--- config.mk ---
export PLATFORM = sky130hd
export DESIGN_NAME = chan_status_flags
export DESIGN_NICKNAME = d
export VERILOG_FILES = /design/src/hw/chan_status_pkg.sv /design/src/hw/chan_status_flags.sv
export SDC_FILE = /design/constraint.sdc
export NUM_CORES = 1
export LEC_CHECK = 0
export ABC_AREA = 0
export BUFFER_PORTS_ARGS = -buffer_cell sky130_fd_sc_hd__buf_2
export CAP_MARGIN = 20
export CELL_PAD_IN_SITES_DETAIL_PLACEMENT = 0
export CELL_PAD_IN_SITES_GLOBAL_PLACEMENT = 2
export CORE_MARGIN = 4
export CORE_UTILIZATION = 37
export CTS_CLUSTER_DIAMETER = 60
export CTS_CLUSTER_SIZE = 40
export DETAILED_ROUTE_END_ITERATION = 8
export PLACE_DENSITY_LB_ADDON = 0.08
export SLEW_MARGIN = 30
export SYNTH_ARGS = -nofsm -noshare
export SYNTH_HDL_FRONTEND = slang
export SYNTH_SLANG_ARGS = --single-unit
--- constraint.sdc ---
create_clock -name mclk -period 13.61 [get_ports mclk]
set_clock_uncertainty 0.1 [all_clocks]
set_input_delay 2.722 -clock mclk [delete_from_list [all_inputs] [get_ports mclk]]
set_output_delay 2.722 -clock mclk [all_outputs]
set_load 0.01 [all_outputs]
--- src/hw/chan_status_pkg.sv ---
/*
 * constants, offsets and carrier types for the channel status flag bank
 * assumes a single clock domain and a 32-bit host register port
 */
package chan_status_pkg;

    // ------------------------------------------------------------------
    // register offsets (byte addresses)
    // ------------------------------------------------------------------
    localparam logic [11:0] DONE_LOW_OFS  = 12'h114;
    localparam logic [11:0] DONE_HIGH_OFS = 12'h118;
    localparam logic [11:0] ERR_LOW_OFS   = 12'h11c;
    localparam logic [11:0] ERR_HIGH_OFS  = 12'h120;
    localparam logic [11:0] DONE_ENA_OFS  = 12'h124;

    // ------------------------------------------------------------------
    // access masks: a one marks a plain read-write bit, zero write-one-clear
    // ------------------------------------------------------------------
    localparam logic [31:0] DONE_LOW_RW_MASK  = 32'h8000_0004;
    localparam logic [31:0] DONE_HIGH_RW_MASK = 32'h0000_0009;
    localparam logic [31:0] ERR_LOW_RW_MASK   = 32'h8000_0000;
    localparam logic [31:0] ERR_HIGH_RW_MASK  = 32'h0000_0000;

    // ------------------------------------------------------------------
    // reset values
    // ------------------------------------------------------------------
    localparam logic [31:0] FLAGS_RESET = 32'h0000_0000;
    localparam logic [31:0] ENA_RESET   = 32'h0000_0000;

    // ------------------------------------------------------------------
    // carriers
    // ------------------------------------------------------------------
    typedef struct packed {
        logic [31:0] done_low;
        logic [31:0] done_high;
        logic [31:0] err_low;
        logic [31:0] err_high;
    } flags_t;

    typedef struct packed {
        logic        wr;
        logic        rd;
        logic [11:0] addr;
        logic [31:0] wdata;
    } host_req_t;

endpackage

--- src/hw/chan_status_flags.sv ---
/*
 * per-channel done and error status flag bank with done interrupt
 * assumes event pulses come from logic on mclk; host port is synchronous
 */
`timescale 1ns/1ns
`default_nettype none

// Function
// - bits 15..0 of the second done word report done for channels 32..47.
// - writing one clears a done flag and writing zero leaves it alone, except channels 2, 31, 32 and 35.
// - the word at 0x011c holds error flags for channels 0..31.
// - the word at 0x0120 holds error flags for channels 32..63.
// - an error flag other than channel 31 stays set until software writes one to it.
// - all done and error flags read zero after reset.
// - error flag of channel 31 is plain read-write.
// - done flags of channels 35 and 32 are plain read-write.
// - done flags for channels 0..31 sit in the word at 0x0114.
// - the enable word at 0x0124 gates the irq from done flags of channels 0..31.
module chan_status_flags
    import chan_status_pkg::*;
(
    input  wire logic        mclk,
    input  wire logic        rst_b,
    input  wire host_req_t   host_req,
    input  wire logic [63:0] done_evt,
    input  wire logic [63:0] err_evt,
    output logic [31:0]      reg_rdata,
    output logic             reg_rvalid,
    output logic             irq
);

    // ------------------------------------------------------------------
    // reset release
    // ------------------------------------------------------------------
    // release is synchronised so every flag leaves reset on the same edge
    logic rst_meta_reg;
    logic rst_sync_reg;

    always_ff @(posedge mclk or negedge rst_b)
    begin
        if (!rst_b)
        begin
            rst_meta_reg <= 1'b0;
            rst_sync_reg <= 1'b0;
        end
        else
        begin
            rst_meta_reg <= 1'b1;
            rst_sync_reg <= rst_meta_reg;
        end
    end

    // ------------------------------------------------------------------
    // flag update
    // ------------------------------------------------------------------
    // hardware set wins over a same-cycle clear so no event is lost
    function automatic logic [31:0] upd(
        input logic [31:0] cur,
        input logic [31:0] rw_mask,
        input logic        hit,
        input logic [31:0] wd,
        input logic [31:0] evt
    );
        logic [31:0] v;
        v = cur;
        if (hit)
        begin
            v = (rw_mask & wd) | (~rw_mask & cur & ~wd);
        end
        return v | evt;
    endfunction

    flags_t      flags_reg;
    flags_t      flags_next;
    logic [31:0] ena_reg;
    logic [31:0] ena_next;
    logic [31:0] rdata_next;
    logic        irq_next;
    logic        wr_dl;
    logic        wr_dh;
    logic        wr_el;
    logic        wr_eh;

    always_comb
    begin
        wr_dl = host_req.wr && host_req.addr == DONE_LOW_OFS;
        wr_dh = host_req.wr && host_req.addr == DONE_HIGH_OFS;
        wr_el = host_req.wr && host_req.addr == ERR_LOW_OFS;
        wr_eh = host_req.wr && host_req.addr == ERR_HIGH_OFS;
        flags_next.done_low  = upd(flags_reg.done_low, DONE_LOW_RW_MASK,
                                   wr_dl, host_req.wdata, done_evt[31:0]);
        flags_next.done_high = upd(flags_reg.done_high, DONE_HIGH_RW_MASK,
                                   wr_dh, host_req.wdata, done_evt[63:32]);
        flags_next.err_low   = upd(flags_reg.err_low, ERR_LOW_RW_MASK,
                                   wr_el, host_req.wdata, err_evt[31:0]);
        flags_next.err_high  = upd(flags_reg.err_high, ERR_HIGH_RW_MASK,
                                   wr_eh, host_req.wdata, err_evt[63:32]);
        ena_next = (host_req.wr && host_req.addr == DONE_ENA_OFS)
                 ? host_req.wdata : ena_reg;
        // only the low done word has enables here, so errors raise no irq
        // level from the registered flags and enables
        irq_next = |(flags_reg.done_low & ena_reg);
        // a read beside a write to the same word returns the old value
        unique case (host_req.addr)
            DONE_LOW_OFS:  rdata_next = flags_reg.done_low;
            DONE_HIGH_OFS: rdata_next = flags_reg.done_high;
            ERR_LOW_OFS:   rdata_next = flags_reg.err_low;
            ERR_HIGH_OFS:  rdata_next = flags_reg.err_high;
            DONE_ENA_OFS:  rdata_next = ena_reg;
            default:       rdata_next = 32'h0000_0000;
        endcase
        if (!host_req.rd)
        begin
            rdata_next = 32'h0000_0000;
        end
    end

    always_ff @(posedge mclk or negedge rst_sync_reg)
    begin
        if (!rst_sync_reg)
        begin
            flags_reg  <= {4{FLAGS_RESET}};
            ena_reg    <= ENA_RESET;
            reg_rdata  <= 32'h0000_0000;
            reg_rvalid <= 1'b0;
            irq        <= 1'b0;
        end
        else
        begin
            flags_reg  <= flags_next;
            ena_reg    <= ena_next;
            reg_rdata  <= rdata_next;
            reg_rvalid <= host_req.rd;
            irq        <= irq_next;
        end
    end
endmodule

`default_nettype wire

Yosys cells after proc, flatten, opt, wreduce, memory -nomap -nowiden --
Index checks and enable logic that the tools add are counted.
Cells by class: shifts and indexed selects 0, add/subtract/negate cells 0, reduce and logical (&&, ||, !) cells 6, muxes and demuxes 6, eq/ne operators 5, bitwise logic cells 13, div/mod/pow operators 0, multiply operators 0, magnitude comparators 0
Operators with widths (number):
- $or 32x32->32 | 6
- $mux 32 | 5
- $pmux 32 s5 | 1
- $and 32x32->32 | 3
- $and 31x32->32 | 2
- $eq 12x9->1 const B | 5
- $not 32->32 | 1
- $or 4x32->32 | 1
- $reduce_or 32->1 | 1
- $logic_and 1x1->1 | 5
Word-level totals: bits in writable memories 0, memories 0, bits in latches 0, input bits 176, bits in registers 196, output and inout bits 34, bits in read-only memories 0

Depth between registers and ports, before layout --
Gate-level depths: netlist of run 1.
depth after elaboration 5, gate-level depth with buffers 7

Least setup slack after synthesis of run 1 --
OpenSTA, ideal clock, no wires.
kind input port to flip-flop, start input host_req[39] in the netlist's numbering, end register ena_reg[10], path slack 8928 ps, path buffers 1, required time 13385 ps, library setup time 125 ps, stages 5, arrival 4457 ps, cells stage by stage or4b_4 or3_4 nor4_4 buf_6 mux2_2
On the way: longest elaborated chain between the ends 2
Ends and longest elaborated chain:
- from (decl) | RTL line chan_status_flags.sv:24 | input wire host_req_t host_req,
- $eq 12x9->1 | RTL line chan_status_flags.sv:98 | ena_next = (host_req.wr && host_req.addr == DONE_ENA_OFS)
- $logic_and 1x1->1 | RTL line chan_status_flags.sv:98
- to (signal assigned) | RTL line chan_status_flags.sv:131 | ena_reg <= ena_next;
- to (decl) | RTL line chan_status_flags.sv:75 | logic [31:0] ena_reg;
No other way between the ends. A chain may end at the register's enable or synchronous reset.

Worst setup path in the final report of run 1 --
start input host_req[34] in the netlist's numbering, end register reg_rdata[8]
On the way: longest elaborated chain between the ends 3, elaborated cells between the ends (all ways) 7, those cells by class eq/ne (5); mux (2)
Ends and longest elaborated chain:
- $eq 12x9->1 | RTL line chan_status_flags.sv:104 | unique case (host_req.addr)
- $pmux 32 s5 (*) | RTL line chan_status_flags.sv:104
- $mux 32 (*) | RTL line chan_status_flags.sv:112 | if (!host_req.rd)
- via rdata_next[8] | RTL line chan_status_flags.sv:77 | logic [31:0] rdata_next;
- to (signal assigned) | RTL line chan_status_flags.sv:132 | reg_rdata <= rdata_next;
- to (decl) | RTL line chan_status_flags.sv:27 | output logic [31:0] reg_rdata,
Mark *: on every way through the listed nets, which the timed path passes. The rest lies on a longest branch.

==> impl_summary.log, run 1 <==
[metrics] required time reported for the critical path endpoint: approximately 14000 ps
[metrics] parity-gate share of the synthesized area counting xor and xnor cells: 0
[metrics] final-report hold violation count: 0
[metrics] Initial DRT Pass Iterations: 5
[metrics] power density relative to cell area: roughly 110 mW/mm2
[metrics] CTS Hold Buffers Added: 0
[metrics] max-cap check violation count: 0
[metrics] number of flops mapped to enable cells by yosys: 0
[metrics] WL/cell: about 21 um
[metrics] n_diodes: 0
[metrics] main combinational cell family by area after synthesis: compound AO/OA/AOI/OAI gates
[metrics] post-place setup slack: ~7800 ps
[metrics] synthesized area per cell: around 11 um2
[metrics] per-cell via count in the routed design: ~5.2
[metrics] main area contributors after synthesis: dfrtp_1, mux2_2, a21o_1
[metrics] final core area utilization: 0.463
[metrics] simple-gate area share of the yosys netlist: 0.100
[metrics] clk_lat worst skew: between 400 and 500 ps
[metrics] placed cell count: 1301
[metrics] Inserted Clock Buffers: 17
[metrics] total routing resource utilization after global routing: 0.214
[metrics] routability congestion estimate from global placement: between 0.8 and 0.9
[metrics] leakage: 4.57 nW
[metrics] Total Die Area: between 0.02 and 0.03 mm2
[metrics] maximum number of pins on one net before global-route repair: between 70 and 80
[metrics] met1 usage in global routing: 0.315
[metrics] Congestion Overflow GR: 0
[metrics] final non-filler cell total: roughly 1300
[metrics] Iteration-0 DRC Markers: approximately 440
[metrics] post-synthesis sequential element count: roughly 200
[metrics] synthesized-area fraction occupied by ao, oa, aoi and oai cells: 0.172
[metrics] share of layout cells above drive strength 1: 0.330
[metrics] number of max-slew violations in the final report: 0
[metrics] data arrival time at the worst-slack endpoint: approximately 5600 ps
[metrics] Global Route met3 Usage: 0.0357
[metrics] mux share of post-synthesis cell area: 0.120
[metrics] primary flip-flop cell chosen by synthesis mapping: dfrtp_1
[metrics] # setup viols final: 0
[metrics] fmax: about 0.19 GHz
[metrics] fraction of registers with async set/reset: 1.00
[metrics] flip-flop count of the largest register, all copies and words added: 128
[metrics] share of Yosys cell area claimed by the top area cell type: 0.554
[metrics] antenna violations before repair: 0
[metrics] biggest fanout along the worst timing path: between 40 and 50
[metrics] fin worst setup slack: approximately 8200 ps
[metrics] CTS tree: done
[metrics] Core Region: approximately 0.023 mm2
[metrics] Detail Route Antenna Nets: 0
[metrics] post-cts sizing count: 0
[metrics] area grow syn2layout: 22.9%
[metrics] total DRC errors in the routed layout: 0
[metrics] clock tree root driver cell: clkbuf_16
[metrics] quantity of I/O buffers inserted on ports: between 200 and 250
[metrics] Setup TNS: 0 ps
[metrics] VDD IR max: a little under 0.06 mV
[metrics] number of global-route vias before repair: roughly 7000
[metrics] total of warnings raised by yosys: 0
[metrics] Top-Level Pins: 210
[metrics] Min-Delay Path Depth: 0
[metrics] row cnt: 56
[metrics] buffers inserted by post-CTS timing repair: 0
[metrics] register-to-register path setup slack: between 10000 and 15000 ps
[metrics] estimated wirelength of the detail-placed design: 19700 um
[metrics] height of the die: between 150 and 200 um
[metrics] biggest area consumer among synthesized cells: dfrtp_1
[metrics] CP Class: in2reg
[metrics] Least-Margin Pin Slew: slightly below 1000 ps
[metrics] final critical-path required period: ~5400 ps
[metrics] Final nets: 1178
[metrics] effective utilization at floorplan: 0.377
[metrics] # clock sinks: roughly 200
[metrics] FILL cells: ~2300
[metrics] sequential fraction of the synthesis area: 0.554
[metrics] result of the run: completed
[metrics] endpoint class of the critical path: flop
[metrics] period utilization: 0.394
[metrics] via count: between 6000 and 7000
[metrics] Syn Nets: between 900 and 1000
[metrics] most used routing layer: met2
[metrics] gate count of the mapped netlist: ~800
[metrics] Die Width: about 160 um
[metrics] worst relative slew slack: 0.352
[metrics] H-tree levels: 4
[metrics] unrepaired setup endpoints after global routing: no
[metrics] synthesized-area fraction occupied by adder cells: 0
[metrics] depth of the most critical reg-to-reg path: 1
[metrics] critical path startpoint category: input pin
[metrics] min-delay worst type: reg2reg
[metrics] CTS clk-pin slew, worst paths: approximately 80 ps
[metrics] wire length of the first global-routing pass: 43300 um
[metrics] GR met2 Demand/Resource: 0.338
[metrics] DRT Wirelength: roughly 28000 um
[metrics] maximum buffer depth of the clock tree: 2
[metrics] distinct cell type count of the synthesized netlist: 34
[metrics] cell area after synthesis: approximately 0.009 mm2
## cell usage in the layout, fill, tap and decap left out, types with 3 or more instances in the layout
cell	instances
a21o_1	61
nand3_1	61
buf_4	16
inv_6	6
a31oi_1	64
nor3_2	3
nor2_1	101
o2bb2ai_1	32
nor4_4	3
clkbuf_16	17
a22oi_1	48
dfrtp_1	195
nand4_1	5
inv_1	66
mux2_2	63
buf_2	208
mux2i_1	34
## path summary, 6_finish.rpt
check                        startpoint             to
min reg2reg                rst_meta_reg   rst_sync_reg
max reg2reg                rst_sync_reg  flags_reg[88]
max                        host_req[34]   reg_rdata[8]
max in group asynchronous         rst_b   rst_sync_reg
min in group asynchronous  rst_sync_reg  flags_reg[44]
min                        rst_meta_reg   rst_sync_reg
## Yosys cell counts (2+ instances only)
| master | number |
|---|---|
| nor2_1 | 101 |
| nor3_1 | 4 |
| buf_2 | 16 |
| o21ai_0 | 2 |
| a22oi_1 | 48 |
| o2bb2ai_1 | 32 |
| nand3_1 | 61 |
| nor4_4 | 2 |
| mux2i_1 | 34 |
| a31oi_1 | 64 |
| inv_1 | 66 |
| a21o_1 | 61 |
| clkbuf_1 | 28 |
| dfrtp_1 | 196 |
| buf_6 | 3 |
| mux2_2 | 63 |
| nand2b_1 | 2 |
| nand4_1 | 5 |
## critical path, cell delays in order
cell,delay [ps]
buf_4,370
buf_4,720
nor2_1,110
o22ai_1,160
nand4_1,780
buf_4,540
nor2_1,160
## through the flow
stage	total power, mW	area, um2	hold WS (ps)
floorplan	0.629	8850	231
global placement	0.681	10200	237
detailed placement	0.681	10200	246
CTS	1.20	10800	265
global route	1.23	10900	269
finish	1.19	10900	260
## cell type report
class                   instances  area (um2)  share of cell area
flip-flops and latches        196        4910               0.451
multi-input cells             495        3530               0.324
well taps                     319         399              0.0367
inverters                      66         248              0.0228
clock inverters                14         161              0.0148
clock buffers                  18         429              0.0395
repair buffers                226        1200               0.110
## cell families (layout without fill, tap and decap cells)
family	Yosys count	in the layout
compound gates	209	209
flops	196	196
simple gates	187	187
buf+inv	113	324
mux	98	98
other cells	1	1
## routing by layer
layer / vias up / routed length [um]
li1: 3300 / -
met1: 3463 / 13600
met2: 174 / 13100
met3: 16 / 1310
met4: 0 / 264
met5: - / 0
## where the power goes
group	leakage (nW)	internal [mW]	switching (mW)
Combinational	2.22	0.0324	0.0494
Sequential	2.06	0.583	0.00425
Clock	0.290	0.277	0.240
(Power assumes the default switching activity.)
==> run 2: changes to the inputs <==
--- a/config.mk
+++ b/config.mk
@@ -11,7 +11,7 @@
 export CELL_PAD_IN_SITES_DETAIL_PLACEMENT = 0
 export CELL_PAD_IN_SITES_GLOBAL_PLACEMENT = 2
 export CORE_MARGIN = 4
-export CORE_UTILIZATION = 37
+export CORE_UTILIZATION = 31
 export CTS_CLUSTER_DIAMETER = 60
 export CTS_CLUSTER_SIZE = 40
 export DETAILED_ROUTE_END_ITERATION = 8
==> constraint.sdc (replaced) <==
create_clock -name mclk -period 4.8 [get_ports mclk]
set_clock_uncertainty 0.1 [all_clocks]
set_input_delay 0.96 -clock mclk [delete_from_list [all_inputs] [get_ports mclk]]
set_output_delay 0.96 -clock mclk [all_outputs]
set_load 0.01 [all_outputs]
==> run 2 against run 1 <==
- core utilization fell by 7.1 points
- clock power rose to 2.9 times the previous value
- highest routed layer unchanged
- critical endpoint is now ena_reg[21]
- register-to-register slack worse by 9000 ps
- flip-flop and latch count unchanged
==> impl_summary.log, run 2 (synthesis results as in run 1) <==
[metrics] total DRC errors in the routed layout: 0 (unchanged)
[metrics] Core Region: 0.0279 mm2 (+19%)
[metrics] Least-Margin Pin Slew: 874 ps (-94.8 ps)
[metrics] Congestion Overflow GR: 0 (unchanged)
[metrics] Total Die Area: 0.0313 mm2 (+18%)
[metrics] power density relative to cell area: 308 mW/mm2 (+180%)
[metrics] final design instance area without fill: 0.0110 mm2 (+0.79%)
[metrics] Final nets: 1180 (+0.17%)
[metrics] worst hold margin: 184 ps (-75.6 ps)
[metrics] Setup TNS: 0 ps (unchanged)
[metrics] total routing resource utilization after global routing: 0.192 (-0.0221)
[metrics] wire length of the first global-routing pass: 45600 um (+5.2%)
[metrics] Top-Level Pins: 210 (unchanged)
[metrics] # clock sinks: 196 (unchanged)
[metrics] via count: 6956 (+0.043%)
[metrics] row cnt: 61 (+8.9%)
[metrics] n_diodes: 0 (unchanged)
[metrics] height of the die: 177 um (+8.8%)
[metrics] post-cts sizing count: 0 (unchanged)
[metrics] share of layout cells above drive strength 1: 0.331 (+0.00132)
[metrics] worst path cell trace: buf_2, or4b_4, or3_4, nor4_4, buf_12, mux2_2
[metrics] unrepaired setup endpoints after global routing: no
[metrics] most used cells in the layout excluding fill and tap cells: buf_2, dfrtp_1, nor2_1, inv_1, a31oi_1
[metrics] Crit. path cell count: 6 (-1)
[metrics] CTS clk-pin slew, worst paths: 80 ps (about the same)
[metrics] final critical-path required period: 3070 ps
[metrics] leakage: 4.56 nW (-0.17%)
[metrics] register-to-register path setup slack: 2970 ps (-8970 ps)
[metrics] flip-flop count of the largest register, all copies and words added: 128 (unchanged)
[metrics] antenna violations before repair: 0 (unchanged)
[metrics] depth of the most critical reg-to-reg path: 1 (unchanged)
[metrics] number of buffers and inverters on the critical path: 2 (-1)
[metrics] biggest fanout along the worst timing path: 24 (-48%)
[metrics] fmax: about 0.33 GHz
[metrics] estimated wirelength of the detail-placed design: 20100 um (+2.3%)
[metrics] data arrival time at the worst-slack endpoint: 3290 ps (-2340 ps)
[metrics] Iteration-0 DRC Markers: 381 (-14%)
[metrics] result of the run: completed
[metrics] CTS tree: done
[metrics] number of max-slew violations in the final report: 0 (unchanged)
[metrics] final-report hold violation count: 0 (unchanged)
[metrics] # setup viols final: 0 (unchanged)
[metrics] VDD IR max: 0.207 mV (+260%)
[metrics] maximum number of pins on one net before global-route repair: 82 (+11%)
[metrics] min-delay worst type: in2async
[metrics] maximum buffer depth of the clock tree: 2 (unchanged)
[metrics] H-tree levels: 4 (unchanged)
[metrics] max-cap check violation count: 0 (unchanged)
[metrics] buffers inserted by post-CTS timing repair: 0 (unchanged)
[metrics] CTS Hold Buffers Added: 0 (unchanged)
[metrics] Inserted Clock Buffers: 17 (unchanged)
[metrics] per-cell via count in the routed design: 4.99 (-4.3%)
[metrics] FILL cells: 2836 (+26%)
[metrics] critical path startpoint category: input pin
[metrics] Detail Route Antenna Nets: 0 (unchanged)
[metrics] WL/cell: 21.3 um (+0.58%)
[metrics] required time reported for the critical path endpoint: 5020 ps (-8850 ps)
[metrics] endpoint class of the critical path: flop
[metrics] effective utilization at floorplan: 0.317 (-0.0602)
[metrics] quantity of I/O buffers inserted on ports: 209 (unchanged)
[metrics] period utilization: 0.639
[metrics] cell at the slowest stage of the critical path: or4b_4
[metrics] cell type group with the largest total delay on the critical path: simple AND/OR/NAND/NOR gates
[metrics] highest cell delay on the worst timing path: 590 ps (-190 ps)
[metrics] routability congestion estimate from global placement: 0.726 (-9.6%)
[metrics] number of global-route vias before repair: 7291 (+2.3%)
[metrics] CP Class: in2reg
[metrics] clock tree root driver cell: clkbuf_16
[metrics] clk_lat worst skew: 440 ps (about the same)
[metrics] standard cell area after detailed placement: 0.0104 mm2 (+1.1%)
[metrics] Die Width: 177 um (+8.8%)
[metrics] DRT Wirelength: 29800 um (+5.2%)
[metrics] Initial DRT Pass Iterations: 5 (unchanged)
[metrics] most common library cell in the layout ignoring fill and taps: buf_2
[metrics] area grow syn2layout: 23.9%
[metrics] worst relative slew slack: 0.417 (+0.0651)
[run 2: changes by cell type in the layout (fill, tap and decap cells not counted), sizes merged]
cell	delta
bufinv	-1
clkinv	+2
buf	+2
inv	-1
[run 2: area by class of cell]
| type | instances | area (um2) | share of cell area |
|---|---|---|---|
| Clock buffer | 18 | 429 | 0.0392 |
| Clock inverter | 14 | 169 | 0.0154 |
| Inverter | 66 | 248 | 0.0226 |
| Multi-Input combinational cell | 495 | 3520 | 0.321 |
| Sequential cell | 196 | 4910 | 0.448 |
| Tap cell | 378 | 473 | 0.0432 |
| Timing Repair Buffer | 228 | 1220 | 0.111 |
[run 2: worst paths after layout]
check,endpoint,from
worst min-delay path,rst_sync_reg,rst_b
worst max register to register,flags_reg[31],rst_sync_reg
worst max-delay path,ena_reg[21],host_req[39]
worst min register to register,rst_sync_reg,rst_meta_reg
max in group asynchronous,flags_reg[31],rst_sync_reg
min in group mclk,rst_sync_reg,rst_meta_reg
[run 2: metrics by stage]
stage	utilization	std cells	setup slack, ps	power, mW
floorplan	-	804	1470	1.78
global placement	0.371	1363	1310	1.94
detailed placement	0.371	1363	1260	1.94
CTS	0.392	1395	1720	3.43
global route	0.392	1395	1620	3.50
finish	0.392	1395	1730	3.38
[run 2: where the power goes]
| part | leakage (nW) | internal, mW | total (mW) | switching (mW) |
|---|---|---|---|---|
| Sequential | 2.06 | 1.65 | 1.67 | 0.0122 |
| Clock | 0.290 | 0.748 | 1.48 | 0.734 |
| Combinational | 2.21 | 0.0906 | 0.231 | 0.141 |
[run 2: metal layers]
layer,global-route usage,part of all wire,vias to the layer above
met3,0.0344,0.050,13
met2,0.305,0.46,188
met1,0.280,0.48,3469
met4,0.0348,0.0069,0
met5,0,0,-
li1,-,-,3286
==> run 3: changes to the inputs <==
--- a/config.mk
+++ b/config.mk
@@ -11,7 +11,7 @@
 export CELL_PAD_IN_SITES_DETAIL_PLACEMENT = 0
 export CELL_PAD_IN_SITES_GLOBAL_PLACEMENT = 2
 export CORE_MARGIN = 4
-export CORE_UTILIZATION = 31
+export CORE_UTILIZATION = 34
 export CTS_CLUSTER_DIAMETER = 60
 export CTS_CLUSTER_SIZE = 40
 export DETAILED_ROUTE_END_ITERATION = 8
==> constraint.sdc (replaced) <==
create_clock -name mclk -period 3 [get_ports mclk]
set_clock_uncertainty 0.1 [all_clocks]
set_input_delay 0.6 -clock mclk [delete_from_list [all_inputs] [get_ports mclk]]
set_output_delay 0.6 -clock mclk [all_outputs]
set_load 0.01 [all_outputs]
==> run 3 against run 2 <==
- die area fell by 8.4%
- largest cell class unchanged
- register-to-register slack got worse by 1600 ps
- core utilization rose by 4.2 points
- clock power rose by 53%
- power rose by 57%
- critical path depth did not move
- design area rose by 0.58%
- routed wire length fell by 3.4%
- worst setup slack got worse by 1100 ps
- cell count fell by 2.7%
- combinational power rose by 67%
- worst hold slack improved by 14 ps
==> impl_summary.log, run 3 (synthesis results as in run 1) <==
[metrics] switching part of the total: 0.254 (-0.00883)
[metrics] CTS clk-pin slew, worst paths: 70 ps (about the same)
[metrics] height of the die: 169 um (-4.3%)
[metrics] Final nets: 1188 (+0.68%)
[metrics] relative contribution of combinational cells to total power: 0.073 (+0.005)
[metrics] biggest fanout along the worst timing path: 12 (-50%)
[metrics] Die Width: 169 um (-4.3%)
[metrics] Top-Level Pins: 210 (unchanged)
[metrics] CTS tree: done
[metrics] maximum buffer depth of the clock tree: 2 (unchanged)
[metrics] antenna violations before repair: 3 (+3)
[metrics] worst relative slew slack: 0.582 (+0.165)
[metrics] worst hold margin: 198 ps (+14.0 ps)
[metrics] required time reported for the critical path endpoint: 3210 ps (-1810 ps)
[metrics] final critical-path required period: 2360 ps
[metrics] final non-filler cell total: 1357 (-2.7%)
[metrics] GR met2 Demand/Resource: 0.313 (+0.00805)
[metrics] cell internal pwr: 3.96 mW (+59%)
[metrics] area grow syn2layout: 24.6%
[metrics] Setup TNS: 0 ps (unchanged)
[metrics] routability congestion estimate from global placement: 0.770 (+6.1%)
[metrics] final core area utilization: 0.434 (+0.0417)
[metrics] WL/cell: 21.2 um (-0.72%)
[metrics] # clock sinks: 196 (unchanged)
[metrics] total routing resource utilization after global routing: 0.202 (+0.00990)
[metrics] placed cell count: 1322 (-3.0%)
[metrics] R2R Path Start: flags_reg[100]
[metrics] switching power of the nets: 1.35 mW (+52%)
[metrics] effective utilization at floorplan: 0.348 (+0.0316)
[metrics] # setup viols final: 0 (unchanged)
[metrics] row cnt: 58 (-4.9%)
[metrics] DRT Wirelength: 28700 um (-3.4%)
[metrics] wire length of the first global-routing pass: 44300 um (-2.7%)
[metrics] result of the run: completed
[metrics] via count: 6884 (-1.0%)
[metrics] maximum number of pins on one net before global-route repair: 51 (-38%)
[metrics] Iteration-0 DRC Markers: 500 (+31%)
[metrics] endpoint class of the critical path: flop
[metrics] leakage: 4.61 nW (+1.1%)
[metrics] CP Class: in2reg
[metrics] Congestion Overflow GR: 0 (unchanged)
[metrics] beginning of the worst hold path: host_req[44]
[metrics] number of global-route vias before repair: 7198 (-1.3%)
[metrics] Worst R2R End: irq
[metrics] flip-flop count of the largest register, all copies and words added: 128 (unchanged)
[metrics] unrepaired setup endpoints after global routing: no
[metrics] final design instance area without fill: 0.0110 mm2 (+0.58%)
[metrics] sequential share of power: 0.501 (+0.008)
[metrics] share of layout cells above drive strength 1: 0.337 (+0.00522)
[metrics] clock network fraction of design power: 0.427 (-0.012)
[metrics] Global Route met3 Usage: 0.0363 (+0.00194)
[metrics] VDD IR max: 0.402 mV (+94%)
[metrics] post-cts sizing count: 0 (unchanged)
[metrics] min-delay worst type: in2reg
[metrics] Least-Margin Pin Slew: 627 ps (-247 ps)
[metrics] post-place setup slack: 201 ps (-1060 ps)
[metrics] standard cell area after detailed placement: 0.0104 mm2 (+0.65%)
[metrics] total power after layout: 5.31 mW (+57%)
[metrics] met1 usage in global routing: 0.298 (+0.0179)
[metrics] destination of the worst hold path: reg_rvalid
[metrics] CTS Hold Buffers Added: 1 (+1)
[metrics] Detail Route Antenna Nets: 0 (unchanged)
[metrics] Inserted Clock Buffers: 17 (unchanged)
[metrics] power density relative to cell area: 482 mW/mm2 (+56%)
[metrics] total DRC errors in the routed layout: 0 (unchanged)
[metrics] fin worst setup slack: 638 ps (-1090 ps)
[metrics] per-cell via count in the routed design: 5.07 (+1.7%)
[metrics] estimated wirelength of the detail-placed design: 20300 um (+0.58%)
[metrics] Min-Delay Path Depth: 1
[metrics] Initial DRT Pass Iterations: 5 (unchanged)
[metrics] period utilization: 0.787
[metrics] depth of the most critical reg-to-reg path: 3 (+2)
[metrics] most common library cell in the layout ignoring fill and taps: buf_2
[metrics] Core Region: 0.0254 mm2 (-9.1%)
[metrics] quantity of I/O buffers inserted on ports: 209 (unchanged)
[metrics] register-to-register path setup slack: 1350 ps (-1620 ps)
[metrics] final-report hold violation count: 0 (unchanged)
[metrics] buffers inserted by post-CTS timing repair: 0 (unchanged)
[metrics] Total Die Area: 0.0287 mm2 (-8.4%)
[metrics] fmax: approximately 0.42 GHz
[metrics] most used cells in the layout excluding fill and tap cells: buf_2, dfrtp_1, nor2_1, inv_1, a31oi_1
[metrics] number of max-slew violations in the final report: 0 (unchanged)
[metrics] data arrival time at the worst-slack endpoint: 2570 ps (-720 ps)
[metrics] most used routing layer: met2
[metrics] H-tree levels: 4 (unchanged)
[metrics] critical path startpoint category: input pin
[metrics] max-cap check violation count: 0 (unchanged)
[metrics] clock tree root driver cell: clkbuf_16
[metrics] clk_lat worst skew: 430 ps (about the same)
[run 3: changes by cell type in the layout (fill, tap and decap cells not counted), moves of 2 or more]
cell	change
buf_12	+6
clkinv_4	+4
clkbuf_8	+3
clkinv_8	-3
inv_6	-3
diode_2	+2
[run 3: worst max-delay path, cell delays in order]
cell and delay (ps):
buf_2 90, or4b_4 590, or3_4 410, nor4_4 220, buf_4 290, mux2_2 360
[run 3: routing by layer]
layer	part of all wire	up-vias
li1	-	3308
met1	0.48	3364
met2	0.45	192
met3	0.057	18
met4	0.011	2
met5	0.00045	-
[run 3: cell type report]
class                   count  area (um2)
repair buffers            236        1350
flip-flops and latches    196        4910
well taps                 330         413
clock buffers              20         467
multi-input cells         495        3520
inverters                  66         248
clock inverters            12         113
fillers                  2534       14400
diodes                      2        5.00
[run 3: power groups by stage]
| stage | combinational (mW) | sequential (mW) | clock (mW) |
|---|---|---|---|
| global placement | 0.393 | 2.71 | 0 |
| global route | 0.428 | 2.66 | 2.43 |
| CTS | 0.394 | 2.66 | 2.33 |
| finish | 0.385 | 2.66 | 2.27 |
| detailed placement | 0.392 | 2.71 | 0 |
| floorplan | 0.115 | 2.74 | 0 |
[run 3: worst max path at each step]
stage	end	cells past startpoint	slack, ps	startpoint
2_1_floorplan	ena_reg[10]	5	440	host_req[39]
3_3_place_gp	ena_reg[10]	6	220	host_req[39]
3_5_place_dp	ena_reg[13]	6	200	host_req[39]
4_1_cts	ena_reg[12]	6	650	host_req[39]
5_1_grt	ena_reg[20]	6	610	host_req[39]
6_report	ena_reg[12]	6	640	host_req[39]
